--- config.mk ---
export PLATFORM = sky130hd
export DESIGN_NAME = pld_lock_detect
export DESIGN_NICKNAME = d
export VERILOG_FILES = /design/src/rtl/pld_pkg.sv /design/src/rtl/pld_win_timer.sv /design/src/rtl/pld_lock_detect.sv
export SDC_FILE = /design/constraint.sdc
export NUM_CORES = 1
export LEC_CHECK = 0
export ABC_CLOCK_PERIOD_IN_PS = 5400
export BUFFER_PORTS_ARGS = -buffer_cell sky130_fd_sc_hd__buf_2
export CAP_MARGIN = 0
export CORE_AREA = 2 2 84 86
export DETAILED_ROUTE_END_ITERATION = 8
export DIE_AREA = 0 0 86 88
export PLACE_DENSITY = 0.69
export SLEW_MARGIN = 5
export SYNTH_ARGS = -nofsm -noshare
export SYNTH_HDL_FRONTEND = slang
export SYNTH_SLANG_ARGS = --single-unit
export TNS_END_PERCENT = 5
--- constraint.sdc ---
create_clock -name ref_clk_i -period 5.4 [get_ports ref_clk_i]
set_input_delay 0.27 -clock ref_clk_i [delete_from_list [all_inputs] [get_ports ref_clk_i]]
set_output_delay 0.27 -clock ref_clk_i [all_outputs]
set_load 0.03 [all_outputs]
--- src/rtl/pld_pkg.sv ---
/*
 * Shared constants for the lock detector: window timing, ring
 * oscillator table and output selector code.
 * Assumes a single 10 MHz system clock; reference and divided VCO
 * arrivals reach the block as one-cycle pulses on that clock.
 */
//
// How it works
// - detection runs only while the lock detect enable input is high.
// - with the source select low the window is a fixed one-shot of 10 ns, rounded up to one 100 ns clock cycle.
// - with the source select high the window comes from a ring oscillator timer.
// - the two-bit ring configuration field sets the ring oscillator period.
// - the two-bit duration field sets how many ring periods the window lasts.
// - ring test mode with selector 0111 puts the ring on output two and stops detection.
// - lock is declared after the programmed number of consecutive in-window arrivals.
// - on lock the locked flag (status bit zero) is set.
// - one arrival outside the window clears the locked flag at once.
// - the locked flag is a read-only output that nothing can write.
// - with always-route set the flag drives the shared pin continuously.
// - with auto-share set the pin shows the flag except during a serial read.
// - asymmetric window with late select expects the VCO edge after the reference.
// - asymmetric window without late select expects the VCO edge before it.
package pld_pkg;

    localparam int CLK_PERIOD_NS = 100;
    localparam int ANA_WIN_NS = 10;
    localparam int ANA_WIN_CYC_RAW =
        (ANA_WIN_NS + CLK_PERIOD_NS - 1) / CLK_PERIOD_NS;
    localparam int ANA_WIN_CYC = (ANA_WIN_CYC_RAW < 1) ? 1 : ANA_WIN_CYC_RAW;

    localparam int WIN_W = 7;
    localparam logic [WIN_W-1:0] ANA_WIN_LEN = WIN_W'(ANA_WIN_CYC);
    localparam logic [WIN_W-1:0] AGE_MAX = 7'h7f;

    // half period of the ring in clock cycles, per configuration code
    localparam logic [2:0] RING_HALF_0 = 3'h1;
    localparam logic [2:0] RING_HALF_1 = 3'h2;
    localparam logic [2:0] RING_HALF_2 = 3'h3;
    localparam logic [2:0] RING_HALF_3 = 3'h4;

    localparam logic [3:0] GPO_SEL_RING = 4'h7;

    typedef enum logic [1:0] {
        PLD_IDLE = 2'h1,
        PLD_WAIT = 2'h2
    } pld_state_e;

endpackage

--- src/rtl/pld_win_timer.sv ---
/*
 * Window timer: ring oscillator model and window length select.
 * Assumes the ring toggles on the system clock and that the window
 * length is consumed by the lock detector one cycle after a change.
 */
`timescale 1ns/1ns
`default_nettype none
module pld_win_timer
    import pld_pkg::*;
(
    // clock and reset
    input wire logic ref_clk_i,
    input wire logic arst_n_i,
    // configuration
    input wire logic ring_run_i,
    input wire logic src_digital_i,
    input wire logic [1:0] ring_cfg_i,
    input wire logic [1:0] win_dur_i,
    // results
    output logic [WIN_W-1:0] win_len_o,
    output logic ring_o
);

    function automatic logic [2:0] ring_half(input logic [1:0] cfg);
        case (cfg)
            2'h0: ring_half = RING_HALF_0;
            2'h1: ring_half = RING_HALF_1;
            2'h2: ring_half = RING_HALF_2;
            default: ring_half = RING_HALF_3;
        endcase
    endfunction

    logic [2:0] half_cnt_reg;
    logic [WIN_W-1:0] len_next;

    ////////////////////////////////////////////////////////////////////////
    // ring oscillator as a divider of the clock
    always_ff @(posedge ref_clk_i or negedge arst_n_i)
    begin
        if (!arst_n_i)
        begin
            half_cnt_reg <= 3'h0;
            ring_o <= 1'b0;
        end
        else if (!ring_run_i)
        begin
            half_cnt_reg <= 3'h0;
            ring_o <= 1'b0;
        end
        else if (half_cnt_reg + 3'h1 >= ring_half(ring_cfg_i))
        begin
            half_cnt_reg <= 3'h0;
            ring_o <= ~ring_o;
        end
        else
        begin
            half_cnt_reg <= half_cnt_reg + 3'h1;
        end
    end

    ////////////////////////////////////////////////////////////////////////
    // window length: ring period shifted left by the duration code, or fixed one-shot
    always_comb
    begin
        len_next = WIN_W'({ring_half(ring_cfg_i), 1'b0}) << win_dur_i;
        if (!src_digital_i)
        begin
            len_next = ANA_WIN_LEN;
        end
    end

    always_ff @(posedge ref_clk_i or negedge arst_n_i)
    begin
        if (!arst_n_i)
        begin
            win_len_o <= ANA_WIN_LEN;
        end
        else
        begin
            win_len_o <= len_next;
        end
    end
endmodule
`default_nettype wire

--- src/rtl/pld_lock_detect.sv ---
/*
 * Lock detector top: in-window check around each reference edge,
 * consecutive hit counter, locked flag and shared output pin mux.
 * Assumes ref_edge_i and vco_edge_i are one-cycle pulses synchronous
 * to ref_clk_i; control inputs are static or synchronous.
 */
`timescale 1ns/1ns
`default_nettype none
module pld_lock_detect
    import pld_pkg::*;
#(
    parameter int CNT_W = 10
)
(
    // clock and reset
    input wire logic ref_clk_i,
    input wire logic arst_n_i,
    // phase detector arrivals
    input wire logic ref_edge_i,
    input wire logic vco_edge_i,
    // lock detect control
    input wire logic lock_en_i,
    input wire logic src_digital_i,
    input wire logic [1:0] ring_cfg_i,
    input wire logic [1:0] win_dur_i,
    input wire logic ring_testmode_i,
    input wire logic [3:0] gpo_sel_i,
    input wire logic [CNT_W-1:0] win_count_max_i,
    input wire logic asym_en_i,
    input wire logic asym_late_i,
    // shared pin control
    input wire logic flag_pin_always_route_i,
    input wire logic flag_pin_auto_share_i,
    input wire logic serial_read_active_i,
    input wire logic serial_data_i,
    // status and pins
    output logic locked_flag_o,
    output logic [CNT_W-1:0] hit_count_o,
    output logic lockflag_serialout_pin_o,
    output logic general_output_two_o
);

    if (CNT_W < 1 || CNT_W > 16)
    begin : g_bad_width
        $error("CNT_W must lie in 1..16");
    end
    logic run;
    logic ring_test;
    logic ring;
    logic [WIN_W-1:0] win_len;
    logic [WIN_W-1:0] pre_len;
    logic [WIN_W-1:0] post_len;
    logic [WIN_W-1:0] age_reg;
    logic [WIN_W-1:0] post_cnt_reg;
    logic vco_avail_reg;
    logic pre_hit;
    logic hit;
    logic miss;
    logic open_wait;
    pld_state_e state_reg;
    assign ring_test = ring_testmode_i && (gpo_sel_i == GPO_SEL_RING);
    assign run = lock_en_i && !ring_test;
    pld_win_timer u_timer (
        .ref_clk_i(ref_clk_i),
        .arst_n_i(arst_n_i),
        .ring_run_i(run || ring_test),
        .src_digital_i(src_digital_i),
        .ring_cfg_i(ring_cfg_i),
        .win_dur_i(win_dur_i),
        .win_len_o(win_len),
        .ring_o(ring)
    );

    ////////////////////////////////////////////////////////////////////////
    // split window before and after the reference edge
    always_comb
    begin
        pre_len = win_len >> 1;
        post_len = win_len - (win_len >> 1);
        if (asym_en_i && asym_late_i)
        begin
            pre_len = '0;
            post_len = win_len;
        end
        else if (asym_en_i)
        begin
            pre_len = win_len;
            post_len = '0;
        end
    end

    ////////////////////////////////////////////////////////////////////////
    // verdict per reference cycle
    always_comb
    begin
        pre_hit = vco_edge_i || (vco_avail_reg && age_reg < pre_len);
        hit = 1'b0;
        miss = 1'b0;
        open_wait = 1'b0;
        if (run)
        begin
            if (state_reg == PLD_WAIT && vco_edge_i && !ref_edge_i)
            begin
                hit = 1'b1;
            end
            else if (state_reg == PLD_WAIT &&
                     (ref_edge_i || post_cnt_reg <= 7'h1))
            begin
                miss = 1'b1;
            end
            if (ref_edge_i)
            begin
                if (pre_hit && !miss)
                begin
                    hit = 1'b1;
                end
                else if (!pre_hit && post_len == '0)
                begin
                    miss = 1'b1;
                end
                else if (!pre_hit)
                begin
                    open_wait = 1'b1;
                end
            end
        end
    end
    always_ff @(posedge ref_clk_i or negedge arst_n_i)
    begin
        if (!arst_n_i)
        begin
            state_reg <= PLD_IDLE;
            post_cnt_reg <= '0;
        end
        else if (!run)
        begin
            state_reg <= PLD_IDLE;
            post_cnt_reg <= '0;
        end
        else
        begin
            case (state_reg)
                PLD_IDLE:
                begin
                    if (open_wait)
                    begin
                        state_reg <= PLD_WAIT;
                        post_cnt_reg <= post_len;
                    end
                end
                PLD_WAIT:
                begin
                    if (open_wait)
                    begin
                        post_cnt_reg <= post_len;
                    end
                    else if (hit || miss)
                    begin
                        state_reg <= PLD_IDLE;
                    end
                    else
                    begin
                        post_cnt_reg <= post_cnt_reg - 7'h1;
                    end
                end
                default:
                begin
                    state_reg <= PLD_IDLE;
                end
            endcase
        end
    end

    ////////////////////////////////////////////////////////////////////////
    // age of the last unused vco arrival
    always_ff @(posedge ref_clk_i or negedge arst_n_i)
    begin
        if (!arst_n_i)
        begin
            age_reg <= AGE_MAX;
            vco_avail_reg <= 1'b0;
        end
        else if (!run || hit)
        begin
            age_reg <= AGE_MAX;
            vco_avail_reg <= 1'b0;
        end
        else if (vco_edge_i)
        begin
            age_reg <= '0;
            vco_avail_reg <= 1'b1;
        end
        else if (age_reg != AGE_MAX)
        begin
            age_reg <= age_reg + 7'h1;
        end
    end

    ////////////////////////////////////////////////////////////////////////
    // consecutive hit counter and locked flag
    always_ff @(posedge ref_clk_i or negedge arst_n_i)
    begin
        if (!arst_n_i)
        begin
            hit_count_o <= '0;
            locked_flag_o <= 1'b0;
        end
        else if (!run || miss)
        begin
            hit_count_o <= '0;
            locked_flag_o <= 1'b0;
        end
        else if (hit)
        begin
            if (hit_count_o != '1)
            begin
                hit_count_o <= hit_count_o + 1'b1;
            end
            if (hit_count_o + 1'b1 >= win_count_max_i)
            begin
                locked_flag_o <= 1'b1;
            end
        end
    end

    ////////////////////////////////////////////////////////////////////////
    // shared pin and general output two
    always_ff @(posedge ref_clk_i or negedge arst_n_i)
    begin
        if (!arst_n_i)
        begin
            lockflag_serialout_pin_o <= 1'b0;
            general_output_two_o <= 1'b0;
        end
        else
        begin
            general_output_two_o <= ring_test && ring;
            if (flag_pin_always_route_i)
            begin
                lockflag_serialout_pin_o <= locked_flag_o;
            end
            else if (flag_pin_auto_share_i && !serial_read_active_i)
            begin
                lockflag_serialout_pin_o <= locked_flag_o;
            end
            else
            begin
                lockflag_serialout_pin_o <= serial_data_i;
            end
        end
    end
endmodule
`default_nettype wire

==> results of run 1 <==
-- synthesized netlist by cell type (8+ instances only) --
cell type / number
nor2_1: 36
ha_1: 33
dfrtp_1: 32
inv_1: 29
xor2_1: 20
nand2_1: 19
o21ai_0: 17
a21oi_1: 12
and3_1: 12
nand2b_1: 10
dfstp_2: 9
nand3_1: 8
-- metrics by stage --
step | cells | setup slack (ns) | hold slack (ns)
floorplan | 352 | 2.14 | -0.0256
global placement | 464 | 2.07 | 0.448
detailed placement | 464 | 1.98 | 0.445
CTS | 472 | 1.95 | 0.133
global route | 472 | 1.63 | 0.134
finish | 472 | 1.96 | 0.106
-- logic make-up (layout without fill, tap and decap cells) --
group                    count (synthesis)  in the layout  synth area share (%)
multiplexers                             9              9                  2.87
flip-flops                              41             41                  32.2
adder cells (fa/ha/maj)                 34             34                  13.4
XOR/XNOR                                27             27                  7.33
AO/OA/AOI/OAI                           69             69                  16.4
AND/OR/NAND/NOR                        132            132                  22.8
buffers and inverters                   40             80                  5.04
-- final timing paths --
path                                                        start                                 to  depth (start not counted)
worst max-delay path               u_timer.win_len_o[0]$_DFF_PN1_          locked_flag_o$_DFFE_PN0P_                         11
worst min-delay path                                     arst_n_i          vco_avail_reg$_DFFE_PN0P_                          1
worst max register to register     u_timer.win_len_o[0]$_DFF_PN1_          locked_flag_o$_DFFE_PN0P_                         11
worst min register to register  u_timer.half_cnt_reg[0]$_DFF_PN0_  u_timer.half_cnt_reg[0]$_DFF_PN0_                          1
max in group asynchronous                                arst_n_i        post_cnt_reg[2]$_DFFE_PN0P_                          1
min in group ref_clk_i                              src_digital_i     u_timer.win_len_o[0]$_DFF_PN1_                          2
-- routing by layer --
layer	up-vias	part of all wire, %	track usage [%]
li1	1324	-	-
met1	1208	48	25.9
met2	32	48	28.1
met3	6	2.7	3.02
met4	0	0.90	3.75
met5	-	0	0
-- power by group through the flow --
stage | combinational [W] | sequential [W] | clock [W]
5_1_grt | 0.000271 | 0.000361 | 0.000219
4_1_cts | 0.000239 | 0.000357 | 0.000204
6_report | 0.000237 | 0.000357 | 0.000196
3_3_place_gp | 0.000233 | 0.000362 | 0
2_1_floorplan | 0.000180 | 0.000360 | 0
3_5_place_dp | 0.000236 | 0.000363 | 0
-- cell type report --
type	count	area, sq um	share of cell area, %
multi-input combinational	271	2020	56.7
clock inverter	2	15.0	0.420
timing repair buffer	43	215	6.02
sequential	41	1040	29.0
clock buffer	6	72.6	2.03
inverter	29	109	3.05
tap	80	100	2.80
-- critical path: cells and delay by family (launching register included) --
| family | cells | cell delay (ns) |
|---|---|---|
| compound gates | 3 | 1.10 |
| simple gates | 5 | 1.00 |
| fa+ha+maj | 2 | 0.62 |
| flops | 1 | 0.55 |
| buf+inv | 1 | 0.06 |
==> impl_metrics.ini, run 1 <==
[placement]
place_congestion = 0.821
dp.final_hpwl_microns = 4780
place_area_sq_um = 3490
portBuffers = 43

[routing]
drtIter0Drc = 183
firstDrtPassIters = 4
antenna_left = 0
vias = 2570
drt-wirelength-per-cell_microns = 13.2
routed_wl_microns = 6230
drc = 0
viasPerCell = 5.44

[synthesis]
syn-num-nets = 417
synth_warnings = 0
synth-edff-count = 0
synth_flop_cell = dfrtp_1
ys_types = 63
netlist_top_cells_area = dfrtp_1 (25%), ha_1 (13%), dfstp_2 (7.3%)
synth_area_leader_cell = dfrtp_1
yosys_register_bits = 41
syn_avg_cell_area_sq_um = 9.16
netlist_instances = 352
syn_area_sq_um = 3220
synthArstFlopShare_pct = 100
ys_seq_area_share_pct = 32.2
synth.top_cell.area_share_pct = 24.8

[timing]
fin_tns_setup_ns = 0
slew_viol_final = 0
skew_ns = 0.00658
final.min_clock_period_ns = 3.44
rsz0062_at_grt = no
hold_viol = 0
worstMarginPinSlew_ns = 0.910
slew_headroom_pct = 39.3
setup_viol = 0
fin_crit_sh_pct = 63.7
max_freq_mhz = 291

[final_layout]
stdcell_area_sq_um = 3570
fin_util_pct = 53.8
layout_common_cells = buf_2 (43), nor2_1 (36), ha_1 (33)
num-fill-cells = 638
regMostFlops = hit_count_o
syn_to_final_growth_pct = 10.8
layout.nets = 456
drive_gt1_share_pct = 17.9
final_common_cell = buf_2
antennaDiodeCount = 0
largest_reg_flops = 10

[status]
status = finished, final reports clean

[die]
dieWidth_microns = 86
core_sq_um = 6640
rows = 30
start_util_pct = 48.5
die-area_sq_um = 7570
fp.dieH_microns = 88
top_level_ports = 44

[worst_setup_path]
start_kind = register
crit_path_frequent_cell = nor2_1
ff2ff_setup_slack_ns = 1.96
max_stage_delay_ns = 0.74
critPathRequiredTime_ns = 5.57
path_cells = inv_1, ha_1, fa_1, nand2b_1, a21oi_1, nor2_1, nor3_1, nand4_4, o221ai_1, nor2_1, o31a_1
critPathKind = register to register
worstSetupEndpointType = register
crit_path_top_delay_cell = o221ai_1
crit_path_max_fanout = 11
crit_arrival_ns = 3.61

[clock_network]
postCtsHoldBufs = 0
clockBufferDepth = 2
postCtsSetupRepairBufs = 0
insertion_delay_ns = 0.29
cts-root-buf = clkbuf_8
cts_inserted_buffers = 5
numClockSinks = 41
cts_resized = 0
h-tree-depth = 2
cts_tree = built
cts.reportedPaths.clkPinSlew_ns = 0.08

[flow_run]
cap_violations = 0

[min_path]
hold_path.class = primary input to asynchronous set/reset pin

[global_routing]
grt_max_degree = 42
grt_pass1_wl_microns = 11100
grt-ovfl-total = 0
grt_use_total_pct = 17.8
antenna_found_initial = 0
grt_pass1_vias = 2388

[power_and_ir_drop]
power_frac_clock_pct = 24.9
combPwrFrac_pct = 30.0
p_leak_nw = 1.74
p_int_w = 0.000531
swShare_pct = 32.8
vdd_drop_max_uv = 160
p_sw_w = 0.000259
p_per_area_nw_per_um2 = 221
seqPwrFrac_pct = 45.2
finalPower_w = 0.000790
No activity file was read; power rests on OpenSTA's default activity.
==> run 2, diff against run 1 <==
--- a/config.mk
+++ b/config.mk
@@ -5,13 +5,13 @@
 export SDC_FILE = /design/constraint.sdc
 export NUM_CORES = 1
 export LEC_CHECK = 0
-export ABC_CLOCK_PERIOD_IN_PS = 5400
+export ABC_CLOCK_PERIOD_IN_PS = 3100
 export BUFFER_PORTS_ARGS = -buffer_cell sky130_fd_sc_hd__buf_2
 export CAP_MARGIN = 0
 export CORE_AREA = 2 2 84 86
 export DETAILED_ROUTE_END_ITERATION = 8
 export DIE_AREA = 0 0 86 88
-export PLACE_DENSITY = 0.69
+export PLACE_DENSITY = 0.72
 export SLEW_MARGIN = 5
 export SYNTH_ARGS = -nofsm -noshare
 export SYNTH_HDL_FRONTEND = slang
==> constraint.sdc (replaced) <==
create_clock -name ref_clk_i -period 3.1 [get_ports ref_clk_i]
set_input_delay 0.155 -clock ref_clk_i [delete_from_list [all_inputs] [get_ports ref_clk_i]]
set_output_delay 0.155 -clock ref_clk_i [all_outputs]
set_load 0.03 [all_outputs]
==> impl_metrics.ini, run 2 (same netlist as run 1, synthesis figures left out) <==
[status]
status = finished with violations
violations = hold timing

[routing]
drtIter0Drc = 149
met3_length_microns = 214
vias = 2679
viasPerCell = 5.57
met1Wirelength_microns = 3160
routed_wl_microns = 6770
routed.top_layer = met4
dr_wl_met2_microns = 3350
antenna_left = 0
drc = 0
drt-wirelength-per-cell_microns = 14.1
firstDrtPassIters = 4

[clock_network]
clockBufferDepth = 2
cts.reportedPaths.clkPinSlew_ns = 0.09
postCtsHoldBufs = 0
cts-root-buf = clkbuf_8
cts_tree = built
cts_inserted_buffers = 5
numClockSinks = 41
insertion_delay_ns = 0.30
h-tree-depth = 2

[global_routing]
grt_pass1_wl_microns = 11400
antenna_found_initial = 0
grt_pass1_vias = 2484
grt_max_degree = 42
grt-ovfl-total = 0
grt_use_total_pct = 18.6

[final_layout]
drive_gt1_share_pct = 21.4
largest_reg_flops = 10
antennaDiodeCount = 0
regMostFlops = hit_count_o
layout_common_cells = buf_2 (43), nor2_1 (36), ha_1 (33)
final_common_cell = buf_2
fin_util_pct = 55.7
stdcell_area_sq_um = 3700
num-fill-cells = 604
syn_to_final_growth_pct = 14.8
layout.nets = 465

[die]
top_level_ports = 44
start_util_pct = 48.5
dieWidth_microns = 86
die-area_sq_um = 7570
core_sq_um = 6640
fp.dieH_microns = 88
rows = 30

[timing]
whs_ns = -0.0166
max_freq_mhz = 339
hold_viol = 18
fin_crit_sh_pct = 95.1
worstMarginPinSlew_ns = 0.926
slew_viol_final = 0
skew_ns = 0.00790
slew_headroom_pct = 38.3
final.min_clock_period_ns = 2.95
setup_viol = 0

[placement]
dp.final_hpwl_microns = 5160
place_area_sq_um = 3520
place_congestion = 0.845
portBuffers = 43

[flow_run]
cap_violations = 0

[power_and_ir_drop]
p_leak_nw = 1.81
p_per_area_nw_per_um2 = 402
finalPower_w = 0.00149
vdd_drop_max_uv = 221

[worst_setup_path]
crit_path_max_fanout = 5
critPathRequiredTime_ns = 3.29
crit_arrival_ns = 3.14
start_kind = register
critPathKind = register to register
worstSetupEndpointType = register

[min_path]
hold_path.class = primary input to asynchronous set/reset pin
## run 2: changes by cell type in the layout (fill, tap and decap cells not counted), moves of 2 or more
cell        before  now
buf_4            0    8
a21oi_1         12   10
a21oi_2          0    2
clkbuf_8         5    7
clkinvlp_4       2    0
## run 2: path summary, 6_finish.rpt
check	cells after the start	start	slack (ns)	end
max	13	u_timer.win_len_o[0]$_DFF_PN1_	0.15	post_cnt_reg[1]$_DFFE_PN0P_
min	1	arst_n_i	-0.02	vco_avail_reg$_DFFE_PN0P_
max reg2reg	13	u_timer.win_len_o[0]$_DFF_PN1_	0.15	post_cnt_reg[1]$_DFFE_PN0P_
min reg2reg	1	u_timer.half_cnt_reg[0]$_DFF_PN0_	0.47	u_timer.half_cnt_reg[0]$_DFF_PN0_
max in group asynchronous	1	arst_n_i	2.54	u_timer.half_cnt_reg[0]$_DFF_PN0_
min in group ref_clk_i	2	src_digital_i	0.05	u_timer.win_len_o[0]$_DFF_PN1_
## run 2: metal layers
metal  vias to the layer above  GRT usage [%]
li1                       1344              -
met1                      1291           24.9
met2                        38           32.3
met3                         6           2.83
met4                         0           3.03
met5                         -              0
## run 2: where the power goes
| group | total, W | leakage [nW] | internal, W | switching, W |
|---|---|---|---|---|
| clock | 0.000407 | 0.0549 | 0.000206 | 0.000201 |
| combinational | 0.000460 | 1.22 | 0.000207 | 0.000253 |
| sequential | 0.000622 | 0.533 | 0.000584 | 0.0000374 |
## run 2: stage by stage
stage | instances | setup TNS, ns | setup slack [ns]
2_1_floorplan | 352 | 0 | 0.0758
3_3_place_gp | 469 | 0 | 0.185
3_5_place_dp | 469 | 0 | 0.0954
4_1_cts | 477 | 0 | 0.0870
5_1_grt | 481 | -0.00489 | -0.00489
6_report | 481 | 0 | 0.153
## run 2: area by class of cell
class                   count  area [sq um]  area share, %
inverters                  29           109           2.94
flip-flops and latches     41          1040           28.0
clock inverters             1          8.76          0.237
clock buffers               7          96.3           2.60
repair buffers             51           275           7.43
multi-input cells         272          2080           56.1
well taps                  80           100           2.70
## run 2: critical path, cell delays in order (launching register included)
cell	delay (ns)
dfstp_2	0.54
inv_1	0.05
ha_1	0.21
fa_2	0.35
nand2b_4	0.16
a21oi_4	0.16
buf_4	0.13
and4_1	0.20
nor3_2	0.05
buf_4	0.15
nand4_4	0.13
a21oi_2	0.12
a311o_1	0.34
a32o_1	0.25
## run 2: repair_timing
item                                    4_1_cts  5_1_grt
resized for setup                             0        9
endpoints found under the setup margin        0       17
buffers inserted                              0        3
==> run 3, diff against run 2 <==
--- a/config.mk
+++ b/config.mk
@@ -5,13 +5,13 @@
 export SDC_FILE = /design/constraint.sdc
 export NUM_CORES = 1
 export LEC_CHECK = 0
-export ABC_CLOCK_PERIOD_IN_PS = 3100
+export ABC_CLOCK_PERIOD_IN_PS = 2730
 export BUFFER_PORTS_ARGS = -buffer_cell sky130_fd_sc_hd__buf_2
 export CAP_MARGIN = 0
 export CORE_AREA = 2 2 84 86
 export DETAILED_ROUTE_END_ITERATION = 8
 export DIE_AREA = 0 0 86 88
-export PLACE_DENSITY = 0.72
+export PLACE_DENSITY = 0.69
 export SLEW_MARGIN = 5
 export SYNTH_ARGS = -nofsm -noshare
 export SYNTH_HDL_FRONTEND = slang
==> constraint.sdc (replaced) <==
create_clock -name ref_clk_i -period 2.73 [get_ports ref_clk_i]
set_input_delay 0.6825 -clock ref_clk_i [delete_from_list [all_inputs] [get_ports ref_clk_i]]
set_output_delay 0.6825 -clock ref_clk_i [all_outputs]
set_load 0.005 [all_outputs]
==> impl_metrics.ini, run 3 (same netlist as run 1, synthesis figures left out) <==
[status]
status = finished with violations
violations = setup timing

[global_routing]
grt_pass1_vias = 2790
grt_max_degree = 42
grt-ovfl-total = 0
antenna_found_initial = 0
grt_use_total_pct = 20.5
grt_pass1_wl_microns = 12400

[final_layout]
drive_gt1_share_pct = 32.9
syn_to_final_growth_pct = 26.3
final_common_cell = buf_2
layout_common_cells = buf_2 (43), buf_4 (39), nor2_1 (32)
layout.nets = 499
final_cell_count_no_fill = 515
largest_reg_flops = 10
regMostFlops = hit_count_o
fin_util_pct = 61.3
antennaDiodeCount = 0

[worst_setup_path]
critPathKind = register to register
ff2ff_setup_slack_ns = -0.13
start_kind = register
crit_path_max_fanout = 8
crit_arrival_ns = 3.06
critPathRequiredTime_ns = 2.93
worstSetupEndpointType = register

[power_and_ir_drop]
p_leak_nw = 1.99
p_sw_w = 0.000580
p_per_area_nw_per_um2 = 423
swShare_pct = 33.7
seqPwrFrac_pct = 41.2
vdd_drop_max_uv = 287
combPwrFrac_pct = 34.8
p_int_w = 0.00114
power_frac_clock_pct = 24.0

[die]
fp.dieH_microns = 88
die-area_sq_um = 7570
start_util_pct = 48.5
core_sq_um = 6640
top_level_ports = 44
dieWidth_microns = 86
rows = 30

[routing]
drc = 0
viasPerCell = 5.53
antenna_left = 0
drtIter0Drc = 122
vias = 2850
drt-wirelength-per-cell_microns = 14.4
routed_wl_microns = 7430
firstDrtPassIters = 4

[placement]
portBuffers = 43
dp.final_hpwl_microns = 5600
place_congestion = 0.846
dp_cells = 501

[timing]
setup_ws_ns = -0.126
skew_ns = 0.00705
hold_viol = 0
fin_crit_sh_pct = 105
setup_viol = 16
slew_viol_final = 0
final.min_clock_period_ns = 2.86
worstMarginPinSlew_ns = 0.914
max_freq_mhz = 350
rsz0062_at_grt = yes
slew_headroom_pct = 39.1

[clock_network]
postCtsHoldBufs = 0
cts_inserted_buffers = 5
cts.reportedPaths.clkPinSlew_ns = 0.09
insertion_delay_ns = 0.31
clockBufferDepth = 2
cts_tree = built
numClockSinks = 41
cts-root-buf = clkbuf_8
h-tree-depth = 2

[flow_run]
cap_violations = 0

[min_path]
hold_path.class = register to register
[run 3: power by group through the flow]
stage               Sequential, W  Combinational, W  Clock (W)
floorplan                0.000706          0.000364          0
global placement         0.000716          0.000524          0
detailed placement       0.000719          0.000544          0
CTS                      0.000708          0.000567   0.000427
global route             0.000716          0.000671   0.000447
finish                   0.000709          0.000600   0.000414
[run 3: repair_timing]
action,4_1_cts,5_1_grt
gates resized for setup,12,29
setup buffers,3,4
pin swaps,15,17
endpoints found under the setup margin,20,20
[run 3: cell type report]
class                      instances  area [sq um]
clock buffer                       7          76.3
clock inverter                     1          8.76
fill                             551          2570
inverter                          29           109
multi-input combinational        271          2180
sequential                        41          1040
tap                               80           100
timing repair buffer              86           562
[run 3: path summary, 6_finish.rpt]
path,cells past startpoint,start,end
setup / recovery,13,u_timer.win_len_o[0]$_DFF_PN1_,post_cnt_reg[1]$_DFFE_PN0P_
hold / removal,1,u_timer.half_cnt_reg[0]$_DFF_PN0_,u_timer.half_cnt_reg[0]$_DFF_PN0_
setup reg to reg,13,u_timer.win_len_o[0]$_DFF_PN1_,post_cnt_reg[1]$_DFFE_PN0P_
hold reg to reg,1,u_timer.half_cnt_reg[0]$_DFF_PN0_,u_timer.half_cnt_reg[0]$_DFF_PN0_
max in group asynchronous,1,arst_n_i,u_timer.win_len_o[5]$_DFF_PN0_
min in group asynchronous,1,arst_n_i,vco_avail_reg$_DFFE_PN0P_
[run 3: worst max-delay path, cell delays in order (launching register included)]
cell,delay [ns]
dfstp_2,0.55
inv_2,0.05
ha_4,0.15
fa_2,0.35
nand2b_4,0.17
a21oi_4,0.14
nor2_1,0.05
nor3_1,0.18
buf_4,0.16
nand4_4,0.13
buf_4,0.18
buf_4,0.13
a22o_4,0.26
a32o_1,0.23
[run 3: metal layers]
metal	global-route usage (%)	part of all wire, %
met5	0	0
met4	6.78	1.4
met3	3.11	3.1
met2	36.0	51
met1	25.7	45
[run 3: stage by stage]
stage	setup slack, ns	power [W]	cell area, sq um	TNS (ns)	hold slack [ns]
after floorplan	-0.552	0.00107	3280	-7.77	0.387
after global placement	-0.318	0.00124	3790	-3.91	0.467
after detailed placement	-0.357	0.00126	3790	-4.90	0.471
after CTS	-0.227	0.00170	3940	-2.32	0.482
after global routing	-0.256	0.00183	4070	-2.84	0.511
final	-0.126	0.00172	4070	-0.809	0.477
